--- src/hdl/urx_pkg.sv ---
// Package for the UART receive error and interrupt block.
// Assumes a single 250 MHz system clock and byte addresses on the register bus.
`default_nettype none

package urx_pkg;

  // Register byte offsets
  localparam logic [3:0] ADDR_STATUS = 4'h0;
  localparam logic [3:0] ADDR_DATA   = 4'h4;
  localparam logic [3:0] ADDR_CTRL   = 4'h8;
  localparam logic [3:0] ADDR_BAUD   = 4'hC;

  // uart_status_reg bit positions
  localparam int ST_OVERRUN  = 0;
  localparam int ST_NOISE    = 1;
  localparam int ST_FRAMING  = 2;
  localparam int ST_PARITY   = 3;
  localparam int ST_RX_AVAIL = 4;
  localparam int ST_RX_IDLE  = 5;
  localparam int ST_TX_EMPTY = 6;
  localparam int ST_TX_IDLE  = 7;
  localparam int ST_W        = 8;

  // uart_control_2 bit positions
  localparam int CT_NINE_BIT    = 0;
  localparam int CT_PARITY_EN   = 1;
  localparam int CT_PARITY_ODD  = 2;
  localparam int CT_TWO_STOP    = 3;
  localparam int CT_RX_EN       = 4;
  localparam int CT_ADDR_DET    = 5;
  localparam int CT_WAKE        = 6;
  localparam int CT_RX_INT      = 7;
  localparam int CT_TX_EMPTY_IE = 8;
  localparam int CT_TX_IDLE_IE  = 9;
  localparam int CT_UART_INT    = 10;
  localparam int CT_GLOBAL_INT  = 11;
  localparam int CTRL_W         = 12;
  localparam logic [CTRL_W-1:0] CTRL_RESET = 12'h000;

  // Oversampling divider and sample points
  localparam int BAUD_W = 16;
  localparam logic [BAUD_W-1:0] BAUD_RESET   = 16'h0001;
  localparam logic [3:0]        SAMPLE_FIRST = 4'h7;
  localparam logic [3:0]        SAMPLE_MID   = 4'h8;
  localparam logic [3:0]        SAMPLE_LAST  = 4'h9;
  localparam logic [3:0]        LAST_BIT_8   = 4'h7;
  localparam logic [3:0]        LAST_BIT_9   = 4'h8;

  // Word and entry layout
  localparam int WORD_W   = 9;
  localparam int ENT_FRAMING_ERROR_FLAG = 9;
  localparam int ENT_PARITY_ERROR_FLAG = 10;
  localparam int ENT_W    = 11;

  typedef enum logic [2:0] {
    RX_IDLE   = 3'b000,
    RX_START  = 3'b001,
    RX_DATA   = 3'b011,
    RX_PARITY = 3'b010,
    RX_STOP1  = 3'b110,
    RX_STOP2  = 3'b111
  } urx_state_t;

endpackage

`default_nettype wire

--- src/hdl/urx_core.sv ---
// UART receiver with two-word buffer, error flags and combined interrupt request.
// Assumes rx_pin and transmitter status inputs are synchronous to clk_sys.
//
// Function
// - Buffer holds two whole words while a third shifts in.
// - Third word into full buffer sets overrun, buffer kept, shift word lost.
// - Overrun requests interrupt when rx_int_enable set.
// - Overrun clears only after status access then data read.
// - Noisy frame still stored; noise flag rises with data available.
// - Noise has no interrupt of its own.
// - Noise clears after status access then data read.
// - Low stop bit sets framing error; two stops must both be high.
// - Framing and parity stored with word; reset clears them.
// - Parity error only when parity enabled, odd or even as chosen.
// - Interrupt request is an active-low pulse.
// - Six sources: tx empty, tx idle, rx data, overrun, address, wake.
// - Tx sources have own enables; rx data and overrun share one.
// - Address detect requests interrupt without flag when enabled.
// - Clock off, wake and rx int enabled: falling rx edge interrupts.
// - Status flags read-only; overrun and noise clear only by access sequence; framing, parity, data available follow the buffer, the rest their sources.
// - Request masked unless global and UART interrupt enables set.
// - Address mode: rx data interrupt only if top word bit high.
// - Address mode off: every new word requests interrupt.
// - Data available set while buffer holds an unread word.
// - Data available clears when a data read takes the last word; no status access needed.
// - Nine-bit select gives nine-bit words, else eight.
`default_nettype none

module urx_core #(
  parameter int RX_DEPTH = 2
) (
  // Clock and reset
  input  wire logic        clk_sys,
  input  wire logic        rst_n,
  // Avalon-MM slave
  input  wire logic [3:0]  avs_address,
  input  wire logic        avs_read,
  input  wire logic        avs_write,
  input  wire logic [31:0] avs_writedata,
  output var  logic [31:0] avs_readdata,
  output var  logic        avs_waitrequest,
  // Serial line and transmitter status
  input  wire logic        rx_pin,
  input  wire logic        tx_empty,
  input  wire logic        tx_idle,
  input  wire logic        uart_clock_off,
  // Interrupt request
  output var  logic        uart_irq_n
);

  localparam int PTR_W = (RX_DEPTH > 1) ? $clog2(RX_DEPTH) : 1;
  localparam int CNT_W = $clog2(RX_DEPTH + 1);

  function automatic logic maj3(input logic a, input logic b, input logic c);
    return (a & b) | (a & c) | (b & c);
  endfunction

  logic [urx_pkg::CTRL_W-1:0] uart_control_2;
  logic [urx_pkg::BAUD_W-1:0] baud_div;
  logic [urx_pkg::BAUD_W-1:0] baud_cnt;
  logic                       tick;
  urx_pkg::urx_state_t        state;
  logic [3:0]                 os_cnt;
  logic [3:0]                 bit_idx;
  logic [urx_pkg::WORD_W-1:0] shreg;
  logic                       s_a;
  logic                       s_b;
  logic                       noise_acc;
  logic                       stop1_ok;
  logic                       par_bit;
  logic [urx_pkg::ENT_W-1:0]  rx_data_fifo [RX_DEPTH];
  logic [PTR_W-1:0]           wr_ptr;
  logic [PTR_W-1:0]           rd_ptr;
  logic [CNT_W-1:0]           count;
  logic                       overrun_flag;
  logic                       noise_flag;
  logic                       armed;
  logic                       rx_prev;
  logic                       tx_empty_q;
  logic                       tx_idle_q;

  // Control decode
  logic nine_bit, pen, podd, two_stop, rx_en;
  assign nine_bit = uart_control_2[urx_pkg::CT_NINE_BIT];
  assign pen      = uart_control_2[urx_pkg::CT_PARITY_EN];
  assign podd     = uart_control_2[urx_pkg::CT_PARITY_ODD];
  assign two_stop = uart_control_2[urx_pkg::CT_TWO_STOP];
  assign rx_en    = uart_control_2[urx_pkg::CT_RX_EN];

  // Bus handshake terms
  logic acc, rd_acc, wr_acc, st_acc, data_rd, clear_seq;
  assign acc       = (avs_read | avs_write) & avs_waitrequest;
  assign rd_acc    = avs_read & avs_waitrequest;
  assign wr_acc    = avs_write & avs_waitrequest & ~avs_read;
  assign st_acc    = acc && (avs_address == urx_pkg::ADDR_STATUS);
  assign data_rd   = rd_acc && (avs_address == urx_pkg::ADDR_DATA);
  assign clear_seq = data_rd & armed;

  // Bit decision and frame completion
  logic decide, vote, bit_noise, frame_done, done_framing_error_flag, done_parity_error_flag, done_noise, top_bit;
  logic full, push, pop;
  assign decide    = tick && (state != urx_pkg::RX_IDLE) && (os_cnt == urx_pkg::SAMPLE_LAST);
  assign vote      = maj3(s_a, s_b, rx_pin);
  assign bit_noise = ~((s_a == s_b) && (s_b == rx_pin));
  assign frame_done = decide && ((state == urx_pkg::RX_STOP2) ||
                                 ((state == urx_pkg::RX_STOP1) && !two_stop));
  assign done_framing_error_flag  = (state == urx_pkg::RX_STOP2) ? (!stop1_ok || !vote) : !vote;
  assign done_parity_error_flag  = pen && ((^shreg ^ par_bit) != podd);
  assign done_noise = noise_acc | bit_noise;
  assign top_bit    = nine_bit ? shreg[8] : shreg[7];

  // Index of the last data bit for the chosen word length
  logic [3:0] last_idx;
  assign last_idx   = nine_bit ? urx_pkg::LAST_BIT_9 : urx_pkg::LAST_BIT_8;
  assign full       = (count == CNT_W'(RX_DEPTH));
  assign push       = frame_done && !full;
  assign pop        = data_rd && (count != '0);

  // Oversampling tick, halted while the UART clock is off
  always_ff @(posedge clk_sys) begin
    if (!rst_n) begin
      baud_cnt <= '0;
      tick     <= 1'b0;
    end else if (uart_clock_off || !rx_en) begin
      baud_cnt <= '0;
      tick     <= 1'b0;
    end else if (baud_cnt >= baud_div) begin
      baud_cnt <= '0;
      tick     <= 1'b1;
    end else begin
      baud_cnt <= baud_cnt + 1'b1;
      tick     <= 1'b0;
    end
  end

  // Receive shifter
  always_ff @(posedge clk_sys) begin
    if (!rst_n) begin
      state     <= urx_pkg::RX_IDLE;
      os_cnt    <= '0;
      bit_idx   <= '0;
      shreg     <= '0;
      s_a       <= 1'b1;
      s_b       <= 1'b1;
      noise_acc <= 1'b0;
      stop1_ok  <= 1'b1;
      par_bit   <= 1'b0;
    end else if (tick) begin
      if (state == urx_pkg::RX_IDLE) begin
        if (!rx_pin) begin
          state     <= urx_pkg::RX_START;
          os_cnt    <= '0;
          bit_idx   <= '0;
          shreg     <= '0;
          noise_acc <= 1'b0;
        end
      end else begin
        os_cnt <= os_cnt + 1'b1;
        if (os_cnt == urx_pkg::SAMPLE_FIRST) s_a <= rx_pin;
        if (os_cnt == urx_pkg::SAMPLE_MID) s_b <= rx_pin;
        if (os_cnt == urx_pkg::SAMPLE_LAST) begin
          noise_acc <= noise_acc | bit_noise;
          case (state)
            urx_pkg::RX_START: begin
              // A start bit that votes high was a glitch: back to idle
              state <= vote ? urx_pkg::RX_IDLE : urx_pkg::RX_DATA;
            end
            urx_pkg::RX_DATA: begin
              shreg[bit_idx] <= vote;
              bit_idx        <= bit_idx + 1'b1;
              if (bit_idx == last_idx) begin
                state <= pen ? urx_pkg::RX_PARITY : urx_pkg::RX_STOP1;
              end
            end
            urx_pkg::RX_PARITY: begin
              par_bit <= vote;
              state   <= urx_pkg::RX_STOP1;
            end
            urx_pkg::RX_STOP1: begin
              stop1_ok <= vote;
              state    <= two_stop ? urx_pkg::RX_STOP2 : urx_pkg::RX_IDLE;
            end
            default: state <= urx_pkg::RX_IDLE;
          endcase
        end
      end
    end
  end

  // Two-entry buffer; each entry carries its own framing and parity status
  always_ff @(posedge clk_sys) begin
    if (push) begin
      rx_data_fifo[wr_ptr] <= {done_parity_error_flag, done_framing_error_flag, shreg};
    end
  end

  always_ff @(posedge clk_sys) begin
    if (!rst_n) begin
      wr_ptr <= '0;
      rd_ptr <= '0;
      count  <= '0;
    end else begin
      if (push) wr_ptr <= PTR_W'(wr_ptr + 1'b1);
      if (pop) rd_ptr <= PTR_W'(rd_ptr + 1'b1);
      if (push && !pop) count <= count + 1'b1;
      else if (pop && !push) count <= count - 1'b1;
    end
  end

  // Sticky flags; a set in the clearing cycle wins
  always_ff @(posedge clk_sys) begin
    if (!rst_n) begin
      overrun_flag <= 1'b0;
      noise_flag   <= 1'b0;
      armed        <= 1'b0;
    end else begin
      if (frame_done && full) overrun_flag <= 1'b1;
      else if (clear_seq) overrun_flag <= 1'b0;
      if (push && done_noise) noise_flag <= 1'b1;
      else if (clear_seq) noise_flag <= 1'b0;
      if (st_acc) armed <= 1'b1;
      else if (data_rd) armed <= 1'b0;
    end
  end

  // Status image; head entry supplies the error bits of the word to be read
  logic [urx_pkg::ST_W-1:0]  status_word;
  logic [urx_pkg::ENT_W-1:0] head;
  assign head = (count != '0) ? rx_data_fifo[rd_ptr] : '0;
  always_comb begin
    status_word                       = '0;
    status_word[urx_pkg::ST_OVERRUN]  = overrun_flag;
    status_word[urx_pkg::ST_NOISE]    = noise_flag;
    status_word[urx_pkg::ST_FRAMING]  = head[urx_pkg::ENT_FRAMING_ERROR_FLAG];
    status_word[urx_pkg::ST_PARITY]   = head[urx_pkg::ENT_PARITY_ERROR_FLAG];
    status_word[urx_pkg::ST_RX_AVAIL] = (count != '0);
    status_word[urx_pkg::ST_RX_IDLE]  = (state == urx_pkg::RX_IDLE);
    status_word[urx_pkg::ST_TX_EMPTY] = tx_empty;
    status_word[urx_pkg::ST_TX_IDLE]  = tx_idle;
  end

  // Avalon slave: one wait cycle, then the answer
  always_ff @(posedge clk_sys) begin
    if (!rst_n) avs_waitrequest <= 1'b1;
    else avs_waitrequest <= !acc;
  end

  always_ff @(posedge clk_sys) begin
    if (!rst_n) begin
      avs_readdata <= '0;
    end else if (rd_acc) begin
      case (avs_address)
        urx_pkg::ADDR_STATUS: avs_readdata <= 32'(status_word);
        urx_pkg::ADDR_DATA:   avs_readdata <= 32'(head[urx_pkg::WORD_W-1:0]);
        urx_pkg::ADDR_CTRL:   avs_readdata <= 32'(uart_control_2);
        urx_pkg::ADDR_BAUD:   avs_readdata <= 32'(baud_div);
        default:              avs_readdata <= '0;
      endcase
    end
  end

  // Status and data are not writable from the bus
  always_ff @(posedge clk_sys) begin
    if (!rst_n) begin
      uart_control_2 <= urx_pkg::CTRL_RESET;
      baud_div       <= urx_pkg::BAUD_RESET;
    end else if (wr_acc) begin
      if (avs_address == urx_pkg::ADDR_CTRL)
        uart_control_2 <= avs_writedata[urx_pkg::CTRL_W-1:0];
      if (avs_address == urx_pkg::ADDR_BAUD)
        baud_div <= avs_writedata[urx_pkg::BAUD_W-1:0];
    end
  end

  // Interrupt sources
  logic ev_rx, ev_ovr, ev_addr, ev_txe, ev_txi, ev_wake, ev_any, irq_gate;
  assign ev_rx   = push && uart_control_2[urx_pkg::CT_RX_INT] &&
                   (!uart_control_2[urx_pkg::CT_ADDR_DET] || top_bit);
  assign ev_ovr  = frame_done && full && uart_control_2[urx_pkg::CT_RX_INT];
  assign ev_addr = push && uart_control_2[urx_pkg::CT_ADDR_DET] && top_bit;
  assign ev_txe  = tx_empty && !tx_empty_q && uart_control_2[urx_pkg::CT_TX_EMPTY_IE];
  assign ev_txi  = tx_idle && !tx_idle_q && uart_control_2[urx_pkg::CT_TX_IDLE_IE];
  assign ev_wake = uart_clock_off && uart_control_2[urx_pkg::CT_WAKE] &&
                   uart_control_2[urx_pkg::CT_RX_INT] && rx_prev && !rx_pin;
  // Noise is deliberately absent: it rides on the rx data event
  assign ev_any  = ev_rx | ev_ovr | ev_addr | ev_txe | ev_txi | ev_wake;
  assign irq_gate = uart_control_2[urx_pkg::CT_GLOBAL_INT] &&
                    uart_control_2[urx_pkg::CT_UART_INT];

  always_ff @(posedge clk_sys) begin
    if (!rst_n) begin
      rx_prev    <= 1'b1;
      tx_empty_q <= 1'b0;
      tx_idle_q  <= 1'b0;
      uart_irq_n <= 1'b1;
    end else begin
      rx_prev    <= rx_pin;
      tx_empty_q <= tx_empty;
      tx_idle_q  <= tx_idle;
      uart_irq_n <= !(ev_any && irq_gate);
    end
  end
endmodule

`default_nettype wire

--- config.mk ---
export PLATFORM = sky130hd
export DESIGN_NAME = urx_core
export DESIGN_NICKNAME = d
export VERILOG_FILES = /design/src/hdl/urx_pkg.sv /design/src/hdl/urx_core.sv
export SDC_FILE = /design/constraint.sdc
export NUM_CORES = 1
export LEC_CHECK = 0
export ABC_AREA = 1
export BUFFER_PORTS_ARGS = -buffer_cell sky130_fd_sc_hd__buf_2
export CAP_MARGIN = 15
export CORE_ASPECT_RATIO = 0.9
export CORE_MARGIN = 5
export CORE_UTILIZATION = 58
export DETAILED_ROUTE_END_ITERATION = 10
export HOLD_SLACK_MARGIN = 0.06
export PLACE_DENSITY = 0.84
export SLEW_MARGIN = 5
export SYNTH_ARGS = -nofsm -noshare
export SYNTH_HDL_FRONTEND = slang
export SYNTH_SLANG_ARGS = --single-unit
--- constraint.sdc ---
create_clock -name clk_sys -period 2 [get_ports clk_sys]
set_input_delay 0.1 -clock clk_sys [delete_from_list [all_inputs] [get_ports clk_sys]]
set_output_delay 0.1 -clock clk_sys [all_outputs]
set_load 0.01 [all_outputs]
Yosys cells after proc, flatten, opt, wreduce, memory -nomap -nowiden
Memories as Yosys holds them, arrays and structs flattened. A register that Yosys moved wholly into a read port is not among the register bits.
Cells that the tools add are included.
{"block": "word_totals", "n_memories": 1, "ramBits": 22, "regBits": 114, "input_bits": 44}
{"memory": "rx_data_fifo", "depth": 2, "width": 11, "read_ports": 1, "rd_ports_with_merged_regs": 1, "wr": 1, "line_no": "urx_core.sv:71", "rtl": "logic [urx_pkg::ENT_W-1:0] rx_data_fifo [RX_DEPTH];"}
{"block": "classes", "order_cmp": 3, "bitwise_logic": 22, "n_eq_ne": 18, "reduce_logical": 70, "n_addsub": 7, "n_mux": 40}
{"cell": "one-hot mux 16 bit (4 select lines)", "count": 1}
{"cell": "two-way mux 9 bit", "count": 4}
{"cell": "logical AND 1 bit", "count": 30}
{"cell": "two-way mux 4 bit", "count": 6}
{"cell": "two-way mux 3 bit", "count": 6}
{"cell": "adder 16 x 1 -> 16 bit (second input constant)", "count": 1}
{"cell": "== test 4 bit (second input constant)", "count": 4}
{"cell": "greater-or-equal comparator 16 bit", "count": 1}
{"cell": "two-way mux 1 bit", "count": 16}
{"cell": "AND reduction 4 bit", "count": 4}
{"cell": "nonzero test 2 bit", "count": 7}
{"cell": "zero test 1 bit", "count": 13}
{"cell": "one-hot mux 3 bit (4 select lines)", "count": 1}
{"cell": "two-way mux 11 bit", "count": 1}
{"cell": "bitwise mux 9 bit", "count": 1}
{"cell": "bitwise OR 1 bit", "count": 9}
{"cell": "AND reduction 3 bit", "count": 3}
{"cell": "parity 9 bit", "count": 1}
{"cell": "adder 4 x 1 -> 4 bit (second input constant)", "count": 2}
{"cell": "AND 1 bit", "count": 8}
{"cell": "== test 4 x 3 -> 1 bit (second input constant)", "count": 2}
{"cell": "== test 3 x 2 -> 1 bit (second input constant)", "count": 2}
{"cell": "== test 3 bit (second input constant)", "count": 2}
{"cell": "two-way mux 2 bit", "count": 3}
{"cell": "other kinds (22)", "count": 32}

Logic depth before layout (Yosys ltp)
Gate-level depths: netlist of run 1.
{"block": "depth", "depth_word": 14, "depth_mapped": 13, "depth_no_buf": 13}

Worst setup path after synthesis of run 1
No wires, ideal clock.
{"block": "synth_path", "path_type": "reg-to-reg", "start": "register os_cnt[0]", "end": "memory rx_data_fifo[1][0] (netlist name) (enable)", "path_buffers": 0, "synth_period_minus_slack_ns": 1.857, "path_stages_with_launch": 6, "path_slack_ns": 0.143, "required_time_ns": 1.620, "t_arrival_ns": 1.478, "path_cell_list": "dfxtp_1 -> ha_1 -> nand3_2 -> nor2_4 -> nand3_1 -> nor2_1"}
{"block": "synth_via", "elab_chain_cells": 6}
{"item": "start, declared", "line_no": "urx_core.sv:63", "rtl": "logic [3:0] os_cnt;"}
{"item": "start signal, assigned", "line_no": "urx_core.sv:158", "rtl": "os_cnt <= os_cnt + 1'b1;"}
{"item": "== test 4 bit", "line_no": "urx_core.sv:102", "rtl": "assign decide = tick && (state != urx_pkg::RX_IDLE) && (os_cnt == urx_pkg::SAMPLE_LAST);"}
{"item": "logical AND 1 bit", "line_no": "urx_core.sv:102"}
{"item": "logical AND 1 bit", "line_no": "urx_core.sv:105", "rtl": "assign frame_done = decide && ((state == urx_pkg::RX_STOP2) ||"}
{"item": "logical AND 1 bit", "line_no": "urx_core.sv:116", "rtl": "assign push = frame_done && !full;"}
{"item": "two-way mux 1 bit", "line_no": "urx_core.sv:192", "rtl": "if (push) begin"}
{"item": "two-way mux 1 bit (not written as such)", "line_no": "urx_core.sv:193", "rtl": "rx_data_fifo[wr_ptr] <= {done_parity_error_flag, done_framing_error_flag, shreg};"}
{"item": "end, declared", "line_no": "urx_core.sv:71"}
Every way passes these cells.

Final worst setup path of run 1
{"block": "layout_path", "start": "register state[0]", "end": "register count[1]"}
{"block": "layout_via", "elab_chain_cells": 8, "word_cells_on_any_way": 14, "classes_between": "eq/ne (2); mux (1); reduce/logical (11)"}
{"item": "start, declared", "line_no": "urx_core.sv:62", "rtl": "urx_pkg::urx_state_t state;"}
{"item": "start signal, assigned", "line_no": "urx_core.sv:139", "rtl": "state <= urx_pkg::RX_IDLE;"}
{"item": "start signal, assigned", "line_no": "urx_core.sv:151", "rtl": "state <= urx_pkg::RX_START;"}
{"item": "start signal, assigned", "line_no": "urx_core.sv:166", "rtl": "state <= vote ? urx_pkg::RX_IDLE : urx_pkg::RX_DATA;"}
{"item": "== test 3 bit or nonzero test 3 bit (tied branches)", "line_no": "urx_core.sv:106, urx_core.sv:102"}
{"item": "logical AND 1 bit (on tied branches)", "line_no": "urx_core.sv:106, urx_core.sv:102"}
{"item": "logical OR 1 bit or logical AND 1 bit (tied branches)", "line_no": "urx_core.sv:105, urx_core.sv:102"}
{"item": "logical AND 1 bit *", "line_no": "urx_core.sv:105"}
{"item": "logical AND 1 bit *", "line_no": "urx_core.sv:116"}
{"item": "zero test 1 bit", "line_no": "urx_core.sv:206", "rtl": "else if (pop && !push) count <= count - 1'b1;"}
{"item": "logical AND 1 bit", "line_no": "urx_core.sv:206"}
{"item": "nonzero test 2 bit (no line)"}
{"item": "end signal, assigned", "line_no": "urx_core.sv:205", "rtl": "if (push && !pop) count <= count + 1'b1;"}
{"item": "end signal, assigned", "line_no": "urx_core.sv:206"}
{"item": "end, declared", "line_no": "urx_core.sv:74", "rtl": "logic [CNT_W-1:0] count;"}
Mark *: on every way between the ends. The rest lies on a longest branch, timed or not.
A chain may end at the register's enable or synchronous reset.

==> impl_metrics.env, run 1 <==
export IMPL_worst_slew_pin_transition_ps=632.3
export IMPL_number_of_clock_buffers_inserted_by_tritoncts=17
export IMPL_final_period_utilization=0.9213
export IMPL_route_detailed_wl_per_inst_um=13.96
export IMPL_status="completed"
export IMPL_clock_latency_ps=420
export IMPL_grt_ovfl_total=0
export IMPL_post_synth_cell_area_avg_um2=7.672
export IMPL_ys_dominant_reg_cell="dfxtp_1"
export IMPL_slew_viol_final=0
export IMPL_worst_ep_arrival_time_ps=2140
export IMPL_r2r_start="state[0]"
export IMPL_setup_repair_bufs_after_cts=0
export IMPL_crit_required_ps=2300
export IMPL_combinational_family_with_the_most_area_after_synthesis="simple AND/OR/NAND/NOR gates"
export IMPL_synth_compound_area_frac=0.1270
export IMPL_timing_fmax_mhz=542.7
export IMPL_nNetsFinal=945
export IMPL_syn_to_final_growth_pct=18.67
export IMPL_chip_width_um=118.1
export IMPL_leakagePower_nw=2.922
export IMPL_synth_adder_area_share=0.05538
export IMPL_slew_headroom=0.5780
export IMPL_groute_usage_overall=0.2290
export IMPL_maxCapViolCount=0
export IMPL_clk_root_buffer_cell="clkbuf_16"
export IMPL_use_met1=0.3140
export IMPL_die_area_um2=12670
export IMPL_crit_reg2reg_capture="count[1]"
export IMPL_synth_ff_latch_count=121
export IMPL_totalNegativeSetupSlack_ps=0
export IMPL_global_route_peak_usage_layer="met2"
export IMPL_finClkSkew_ps=10.28
export IMPL_drt_antenna_violating_nets=0
export IMPL_first_pass_iteration_count_of_the_detailed_router=7
export IMPL_detail_route_vias_per_cell=5.276
export IMPL_route_vias_total=5360
export IMPL_cts_sinks=121
export IMPL_initial_core_util=0.5952
export IMPL_route_detailed_drc=0
export IMPL_floorplan_core_area_um2=10250
export IMPL_antenna_found_initial=0
export IMPL_number_of_enable_flip_flop_cells_after_synthesis=22
export IMPL_timing_final_hold_violations=0
export IMPL_critical_path_max_fanout=4
export IMPL_tritoncts="built"
export IMPL_synth_yosys_warnings=0
export IMPL_hold_path_class="input pin to flip-flop"
export IMPL_postSynthCellCount=795
export IMPL_die_h_um=107.3
export IMPL_place_gp_congestion=0.8766
export IMPL_diodes=0
export IMPL_setup_worst_path_start_class="flip-flop"
export IMPL_criticalPathCategory="flip-flop to flip-flop"
export IMPL_power_density_nw_per_um2=778.7
export IMPL_r2r_setup_slack_ps=160
export IMPL_place_hpwl_um=10050
export IMPL_io_pins=78
export IMPL_fillers=762
export IMPL_grt_use_met3=0.06306
export IMPL_rsz0062_at_grt="false"
export IMPL_number_of_buffers_between_clock_root_and_the_deepest_sink=2
export IMPL_simple_logic_cell_fraction_of_the_synthesized_area=0.2574
export IMPL_gr_met2_demand_resource=0.3534
export IMPL_routed_wirelength_um=14190
export IMPL_critPathCapture="count[1]"
export IMPL_port_buffers=45
export IMPL_grt_first_pass_wirelength_um=23450
export IMPL_muxShareOfSynthArea=0.001641
export IMPL_via_count_of_the_first_global_routing_pass=4911
export IMPL_async_flop_share=0
export IMPL_yosysUniqueCellTypes=43
export IMPL_vdd_ir_drop_max_mv=0.8726
export IMPL_cts_htree_levels=4
export IMPL_setup_viol=0
export IMPL_setup_worst_path_start="state[0]"
export IMPL_largest_net_degree_at_the_start_of_global_routing=36
export IMPL_timing_reg2reg_worst_path_depth=12
export IMPL_synth_xor_xnor_area_share=0.03446
export IMPL_post_synth_instance_area_um2=6100
export IMPL_fin_crit_ps=1843
export IMPL_fraction_of_final_layout_cells_with_drive_strength_greater_than_1=0.1499
export IMPL_standard_cell_rows=35
export IMPL_dr_iter_0_viols=519
export IMPL_detailed_place_area_um2=6431
export IMPL_cts_reportedPaths_clkPinSlew_ps=60
export IMPL_fin_worst_hold_slack_ps=120.6
export IMPL_post_route_cell_area_um2=7238
export IMPL_setup_worst_path_end_class="flip-flop"
export IMPL_ys_seq_area_frac=0.4332
[per-layer routing]
| metal | routed length [um] | up-vias |
|---|---|---|
| li1 | - | 2723 |
| met1 | 6544 | 2423 |
| met2 | 6375 | 189 |
| met3 | 1009 | 25 |
| met4 | 255 | 0 |
| met5 | 0 | - |
[worst min-delay path by stage]
stage / from / end / slack [ps] / cells after the start
2_1_floorplan: tx_empty / tx_empty_q / 200 / 2
3_3_place_gp: tx_idle / tx_idle_q / 350 / 3
3_5_place_dp: avs_writedata[0] / baud_div[0] / 350 / 3
4_1_cts: avs_read / armed / 100 / 3
5_1_grt: avs_read / armed / 130 / 3
6_report: avs_read / armed / 120 / 3
[cells in the final DEF, fill, tap and decap left out, types with 16 or more instances in the layout]
master	n
dlygate4sd3_1	23
o21ai_0	58
conb_1	16
buf_2	45
ha_1	27
clkbuf_16	17
edfxtp_1	22
a21oi_1	65
inv_1	79
nand2_1	177
nor2_1	82
dfxtp_1	98
nand3_1	36
[critical path: stages (launching register included)]
cell and delay, ps:
dfxtp_1 340, inv_2 100, nand2_1 110, nor2_4 130, nand2_1 70, nand2_1 120
nand3_2 120, inv_2 90, ha_1 250, a21oi_1 120, o21ai_1 100, o21ai_1 140
a21oi_1 50
[stage by stage]
stage / total power, mW / setup slack, ps / std cells / utilization
3_3_place_gp: 2.740 / 142.1 / 961 / 0.6276
5_1_grt: 5.803 / 32.49 / 1016 / 0.7063
2_1_floorplan: 2.683 / 142.5 / 810 / -
6_report: 5.637 / 157.4 / 1016 / 0.7063
4_1_cts: 5.651 / 33.84 / 1016 / 0.7053
3_5_place_dp: 2.743 / 40.99 / 961 / 0.6276
[power breakdown]
part	internal [mW]	total [mW]	switching, mW	leakage [nW]
sequential	2.49	2.50	0.00992	1.01
clock	1.75	2.90	1.15	0.275
combinational	0.0904	0.234	0.144	1.64
total	4.33	5.64	1.30	2.92
[kinds of logic (layout without fill, tap and decap cells)]
kind of cell,Yosys count,count (layout)
mux,1,1
fa+ha+maj,27,27
buf+inv,126,203
simple gates,351,351
compound gates,144,144
flops,121,121
other cells,1,16
xor+xnor,24,24
[cell type report]
type	count	area [um2]	share of cell area
multi-input cells	563	2975	0.4111
flip-flops and latches	121	2644	0.3653
repair buffers	82	560.5	0.07744
clock buffers	19	442.9	0.06119
inverters	89	334.1	0.04615
well taps	129	161.4	0.02230
clock inverters	13	120.1	0.01659
[sequential cells by signal, summed over array words and instances (netlist names), 2 cells and up, named ones only]
name,flops
uart_control_2,12
shreg,9
baud_cnt,16
bit_idx,4
os_cnt,4
baud_div,16
rx_data_fifo,22
avs_readdata,16
count,2
state,3
[cells in the mapped netlist, drive strengths merged (3+ instances only)]
| cell | instances | area [um2] |
|---|---|---|
| xnor2 | 12 | 105.1 |
| ha | 27 | 337.8 |
| nand3b | 4 | 30.03 |
| nand4 | 12 | 75.07 |
| dfxtp | 99 | 1982 |
| buf | 24 | 167.7 |
| nand3 | 48 | 302.8 |
| xor2 | 12 | 105.1 |
| nor3 | 13 | 65.06 |
| nor2 | 89 | 377.9 |
| edfxtp | 22 | 660.6 |
| a21oi | 73 | 395.4 |
| clkbuf | 13 | 48.80 |
| o22ai | 3 | 18.77 |
| o21ai | 62 | 314.1 |
| inv | 88 | 330.3 |
| nand2 | 182 | 700.7 |
[repair_timing]
| item | 4_1_cts | 5_1_grt |
|---|---|---|
| hold endpoints to repair | 36 | 0 |
| gates resized for setup | 1 | 6 |
| hold buffers | 23 | 0 |
| endpoints found under the setup margin | 1 | 1 |
| gates cloned | 0 | 0 |
| pin swaps | 0 | 1 |
Note: power is estimated with default switching activity, not from simulation.
==> inputs of run 2 (changes only) <==
CELL_PAD_IN_SITES_DETAIL_PLACEMENT = 1   (was unset)
CELL_PAD_IN_SITES_GLOBAL_PLACEMENT = 1   (was unset)
CORE_UTILIZATION = 43   (was 58)
==> impl_metrics.env, run 2 (synthesis results as in run 1) <==
export IMPL_status="completed"
export IMPL_setup_worst_path_start_class="flip-flop"
export IMPL_slew_headroom=0.4925
export IMPL_critical_path_slowest_cell="dfxtp_1"
export IMPL_post_place_ws_ps=40.04
export IMPL_drt_antenna_violating_nets=0
export IMPL_grt_first_pass_wirelength_um=27320
export IMPL_timing_reg2reg_worst_path_depth=10
export IMPL_standard_cell_rows=41
export IMPL_timing_fmax_mhz=543.9
export IMPL_mostFrequentLayoutCells="nand2_1 (177), dfxtp_1 (99), nor2_1 (81)"
export IMPL_crit_reg2reg_capture="count[1]"
export IMPL_routed_wirelength_um=16760
export IMPL_route_vias_total=5442
export IMPL_number_of_buffers_between_clock_root_and_the_deepest_sink=2
export IMPL_via_count_of_the_first_global_routing_pass=5484
export IMPL_port_buffers=45
export IMPL_totalNegativeSetupSlack_ps=0
export IMPL_place_gp_congestion=0.8300
export IMPL_fraction_of_final_layout_cells_with_drive_strength_greater_than_1=0.1532
export IMPL_antenna_found_initial=0
export IMPL_worst_slew_pin_transition_ps=760.4
export IMPL_cts_htree_levels=4
export IMPL_fin_crit_ps=1839
export IMPL_cpPeakStageDelay_ps=410
export IMPL_die_h_um=123.0
export IMPL_setup_viol=0
export IMPL_final_period_utilization=0.9193
export IMPL_cp_top_family="adder cells"
export IMPL_crit_required_ps=2300
export IMPL_die_area_um2=16670
export IMPL_tritoncts="built"
export IMPL_power_density_nw_per_um2=796.9
export IMPL_fin_worst_hold_slack_ps=134.4
export IMPL_criticalPathCategory="flip-flop to flip-flop"
export IMPL_largest_net_degree_at_the_start_of_global_routing=49
export IMPL_clk_root_buffer_cell="clkbuf_16"
export IMPL_critical_path_max_fanout=6
export IMPL_grt_ovfl_total=0
export IMPL_r2r_start="os_cnt[0]"
export IMPL_diodes=0
export IMPL_slew_viol_final=0
export IMPL_finClkSkew_ps=6.590
export IMPL_route_detailed_wl_per_inst_um=15.51
export IMPL_timing_final_hold_violations=0
export IMPL_clock_latency_ps=420
export IMPL_largest_register="rx_data_fifo"
export IMPL_layout_commonest_cell="nand2_1"
export IMPL_hold_path_class="input pin to flip-flop"
export IMPL_initial_core_util=0.4371
export IMPL_first_pass_iteration_count_of_the_detailed_router=4
export IMPL_syn_to_final_growth_pct=20.78
export IMPL_vdd_ir_drop_max_mv=0.5876
export IMPL_rsz0062_at_grt="false"
export IMPL_worst_ep_arrival_time_ps=2140
export IMPL_route_detailed_drc=0
export IMPL_place_hpwl_um=11910
export IMPL_final_critical_path_setup_slack_ps=161.4
export IMPL_r2r_setup_slack_ps=160
export IMPL_dr_iter_0_viols=346
export IMPL_largest_register_ffs=22
export IMPL_cts_reportedPaths_clkPinSlew_ps=60
export IMPL_critPathCapture="count[1]"
export IMPL_floorplan_core_area_um2=13950
export IMPL_chip_width_um=135.5
export IMPL_crit_cells=10
export IMPL_nNetsFinal=946
export IMPL_setup_worst_path_start="os_cnt[0]"
export IMPL_detail_route_vias_per_cell=5.034
export IMPL_maxCapViolCount=0
export IMPL_setup_worst_path_end_class="flip-flop"
export IMPL_layout_core_utilization=0.5280
export IMPL_cts_sinks=121
export IMPL_groute_usage_overall=0.2093
export IMPL_io_pins=78
export IMPL_number_of_clock_buffers_inserted_by_tritoncts=17
export IMPL_buf_inv_stages_crit_path=1
export IMPL_leakagePower_nw=2.957
export IMPL_worstPathCellList="ha_1 > nand3_2 > nor2_4 > nand3_2 > inv_2 > ha_1 > a21oi_1 > o21ai_1 > o21ai_1 > a21oi_1"
[run 2: changes by cell type in the layout (fill, tap and decap cells not counted), moves of 2 or more]
cell        previous run  this run
buf_4                 14        16
clkinv_2               2         4
clkinvlp_4             2         0
inv_4                  2         0
[run 2: metal layers]
layer  vias to the layer above  routed length (um)  GRT usage
li1                       2729                   -          -
met1                      2580                7924     0.2783
met2                       116                7734     0.3396
met3                        17                 930    0.05696
met4                         0                 172    0.05353
met5                         -                   0          0
[run 2: per-stage QoR]
| step | cell area [um2] | cells | power (mW) |
|---|---|---|---|
| finish | 7367 | 1081 | 5.871 |
| global route | 7367 | 1081 | 6.056 |
| detailed placement | 6526 | 1027 | 2.751 |
| floorplan | 6156 | 810 | 2.683 |
| CTS | 7352 | 1081 | 5.898 |
| global placement | 6526 | 1027 | 2.746 |
[run 2: layout make-up]
cell class | count | area [um2]
tap | 193 | 241.5
multi-input combinational | 563 | 2978
sequential | 121 | 2643
clock buffer | 19 | 464.2
inverter | 89 | 334.1
fill | 1744 | 6586
clock inverter | 13 | 141.4
timing repair buffer | 83 | 565.5
[run 2: repair_timing]
action                                  CTS  global route
hold buffers                             22             0
setup buffers                             0             0
hold endpoints to repair                 34             0
resized for setup                         0             7
endpoints found under the setup margin    0            17
[run 2: worst min path at each step]
stage	from	end	slack, ps	cells past startpoint
after floorplan	tx_empty	tx_empty_q	200	2
after global placement	tx_idle	tx_idle_q	350	3
after detailed placement	tx_idle	tx_idle_q	340	3
after CTS	avs_read	armed	100	3
after global routing	avs_read	armed	170	3
final	avs_read	armed	130	3
[run 2: worst reg2reg max path, cell delays in order (launching register included)]
cell     delay (ps)
dfxtp_1         410
ha_1            200
nand3_2         110
nor2_4          160
nand3_2         110
inv_2            80
ha_1            240
a21oi_1         120
o21ai_1         100
o21ai_1         130
a21oi_1          50
[run 2: power by group]
group          switching [mW]  leakage (nW)  internal, mW  total [mW]
Clock                    1.18         0.303          1.95        3.13
Combinational           0.149          1.65        0.0899       0.239
Sequential             0.0103          1.01          2.49        2.50
==> inputs of run 3 (changes only) <==
CORE_UTILIZATION = 39   (was 43)
PLACE_DENSITY = 0.81   (was 0.84)
clock period = 1.6 ns   (was 2 ns; I/O delays follow)
==> impl_metrics.env, run 3 (synthesis results as in run 1) <==
export IMPL_leakagePower_nw=3.493
export IMPL_nNetsFinal=1029
export IMPL_post_place_ws_ps=-69.24
export IMPL_timing_fmax_mhz=495.7
export IMPL_dr_iter_0_viols=550
export IMPL_setup_worst_path_end_class="flip-flop"
export IMPL_dp_cells=1077
export IMPL_first_pass_iteration_count_of_the_detailed_router=5
export IMPL_timing_reg2reg_worst_path_depth=11
export IMPL_number_of_buffers_between_clock_root_and_the_deepest_sink=2
export IMPL_design_power_total_mw=7.947
export IMPL_status="complete, but fails checks"
export IMPL_totalNegativeSetupSlack_ps=-11090
export IMPL_route_detailed_drc=0
export IMPL_place_hpwl_um=13160
export IMPL_chip_width_um=141.8
export IMPL_r2r_start="baud_div[8]"
export IMPL_crit_reg2reg_capture="baud_cnt[7]"
export IMPL_mostFrequentLayoutCells="nand2_1 (162), buf_4 (83), dfxtp_1 (68)"
export IMPL_setup_viol=60
export IMPL_routed_wirelength_um=27470
export IMPL_finClkSkew_ps=16.46
export IMPL_setup_worst_path_start_class="flip-flop"
export IMPL_worst_ep_arrival_time_ps=2380
export IMPL_final_instance_count_excl_fill=1173
export IMPL_grt_first_pass_wirelength_um=36430
export IMPL_fraction_of_final_layout_cells_with_drive_strength_greater_than_1=0.3481
export IMPL_worst_slew_pin_transition_ps=623.0
export IMPL_timing_final_hold_violations=0
export IMPL_largest_register="rx_data_fifo"
export IMPL_critical_path_max_fanout=8
export IMPL_diodes=0
export IMPL_cts_sinks=121
export IMPL_via_count_of_the_first_global_routing_pass=6656
export IMPL_cts_htree_levels=4
export IMPL_route_detailed_wl_per_inst_um=23.42
export IMPL_final_critical_path_setup_slack_ps=-417.3
export IMPL_cts_reportedPaths_clkPinSlew_ps=60
export IMPL_largest_register_ffs=22
export IMPL_layout_commonest_cell="nand2_1"
export IMPL_drt_antenna_violating_nets=0
export IMPL_r2r_setup_slack_ps=-420
export IMPL_clk_root_buffer_cell="clkbuf_16"
export IMPL_initial_core_util=0.3964
export IMPL_power_density_nw_per_um2=907.1
export IMPL_grt_ovfl_total=0
export IMPL_maxCapViolCount=0
export IMPL_place_gp_congestion=0.8393
export IMPL_crit_required_ps=1960
export IMPL_violations="negative setup slack"
export IMPL_rsz0062_at_grt="true"
export IMPL_groute_usage_overall=0.2597
export IMPL_port_buffers=45
export IMPL_antenna_found_initial=0
export IMPL_number_of_clock_buffers_inserted_by_tritoncts=17
export IMPL_hold_path_end="armed"
export IMPL_clock_latency_ps=450
export IMPL_io_pins=78
export IMPL_route_vias_total=6616
export IMPL_holdCritStartpoint="avs_address[3]"
export IMPL_vdd_ir_drop_max_mv=0.8211
export IMPL_final_period_utilization=1.261
export IMPL_whs_path_depth=4
export IMPL_largest_net_degree_at_the_start_of_global_routing=28
export IMPL_hold_path_class="input pin to flip-flop"
export IMPL_floorplan_core_area_um2=15390
export IMPL_die_h_um=128.6
export IMPL_tritoncts="built"
export IMPL_standard_cell_rows=43
export IMPL_criticalPathCategory="flip-flop to flip-flop"
export IMPL_die_area_um2=18240
export IMPL_detail_route_vias_per_cell=5.640
export IMPL_syn_to_final_growth_pct=43.63
export IMPL_slew_viol_final=0
export IMPL_slew_headroom=0.5803
export IMPL_fin_crit_ps=2017
-- run 3: cell type report --
type	instances	area, um2
clock buffer	21	470.5
clock inverter	11	192.7
fill	1833	6626
inverter	89	359.1
multi-input combinational	563	3497
sequential	121	2694
tap	202	252.7
timing repair buffer	164	1280
timing repair inverter	2	15.01
-- run 3: per-layer routing --
| metal | vias to the layer above | track usage | routed length [um] |
|---|---|---|---|
| li1 | 2899 | - | - |
| met1 | 3184 | 0.2973 | 10220 |
| met2 | 375 | 0.4423 | 13250 |
| met3 | 158 | 0.06652 | 2002 |
| met4 | 0 | 0.1473 | 1997 |
| met5 | - | 0 | 0 |
-- run 3: timing repair --
| item | CTS | global route |
|---|---|---|
| pin swaps | 23 | 28 |
| buffers inserted | 12 | 25 |
| hold endpoints to repair | 37 | 0 |
| hold buffers | 25 | 0 |
| gates resized for setup | 74 | 101 |
| cloned | 1 | 2 |
| endpoints found under the setup margin | 40 | 79 |
-- run 3: power by group --
group	switching [mW]	internal, mW	total (mW)
sequential	0.0178	3.10	3.12
combinational	0.235	0.141	0.376
clock	1.56	2.89	4.45
total	1.81	6.13	7.95
-- run 3: metrics by stage --
step,hold slack (ps),util,cell area (um2)
CTS,90.11,0.5355,8239
global placement,333.7,0.4497,6920
finish,165.3,0.5694,8761
floorplan,177.6,-,6193
detailed placement,340.7,0.4497,6920
global route,224.7,0.5694,8761
-- run 3: critical path, cell delays in order (launching register included) --
cell       delay, ps
dfxtp_1          380
inv_1            110
ha_1             300
nand2_2           80
nand2_1           60
nand2_1          110
a21oi_2           90
nor2_2           150
nand4_1          150
buf_4            180
clkbuf_16        170
nor2_1           150
-- run 3: worst max path at each step --
stage / from / end
CTS: os_cnt[1] / count[1]
global placement: os_cnt[1] / count[1]
finish: baud_div[8] / baud_cnt[7]
global route: baud_div[8] / baud_cnt[4]
floorplan: state[0] / count[1]
detailed placement: baud_div[15] / baud_cnt[9]
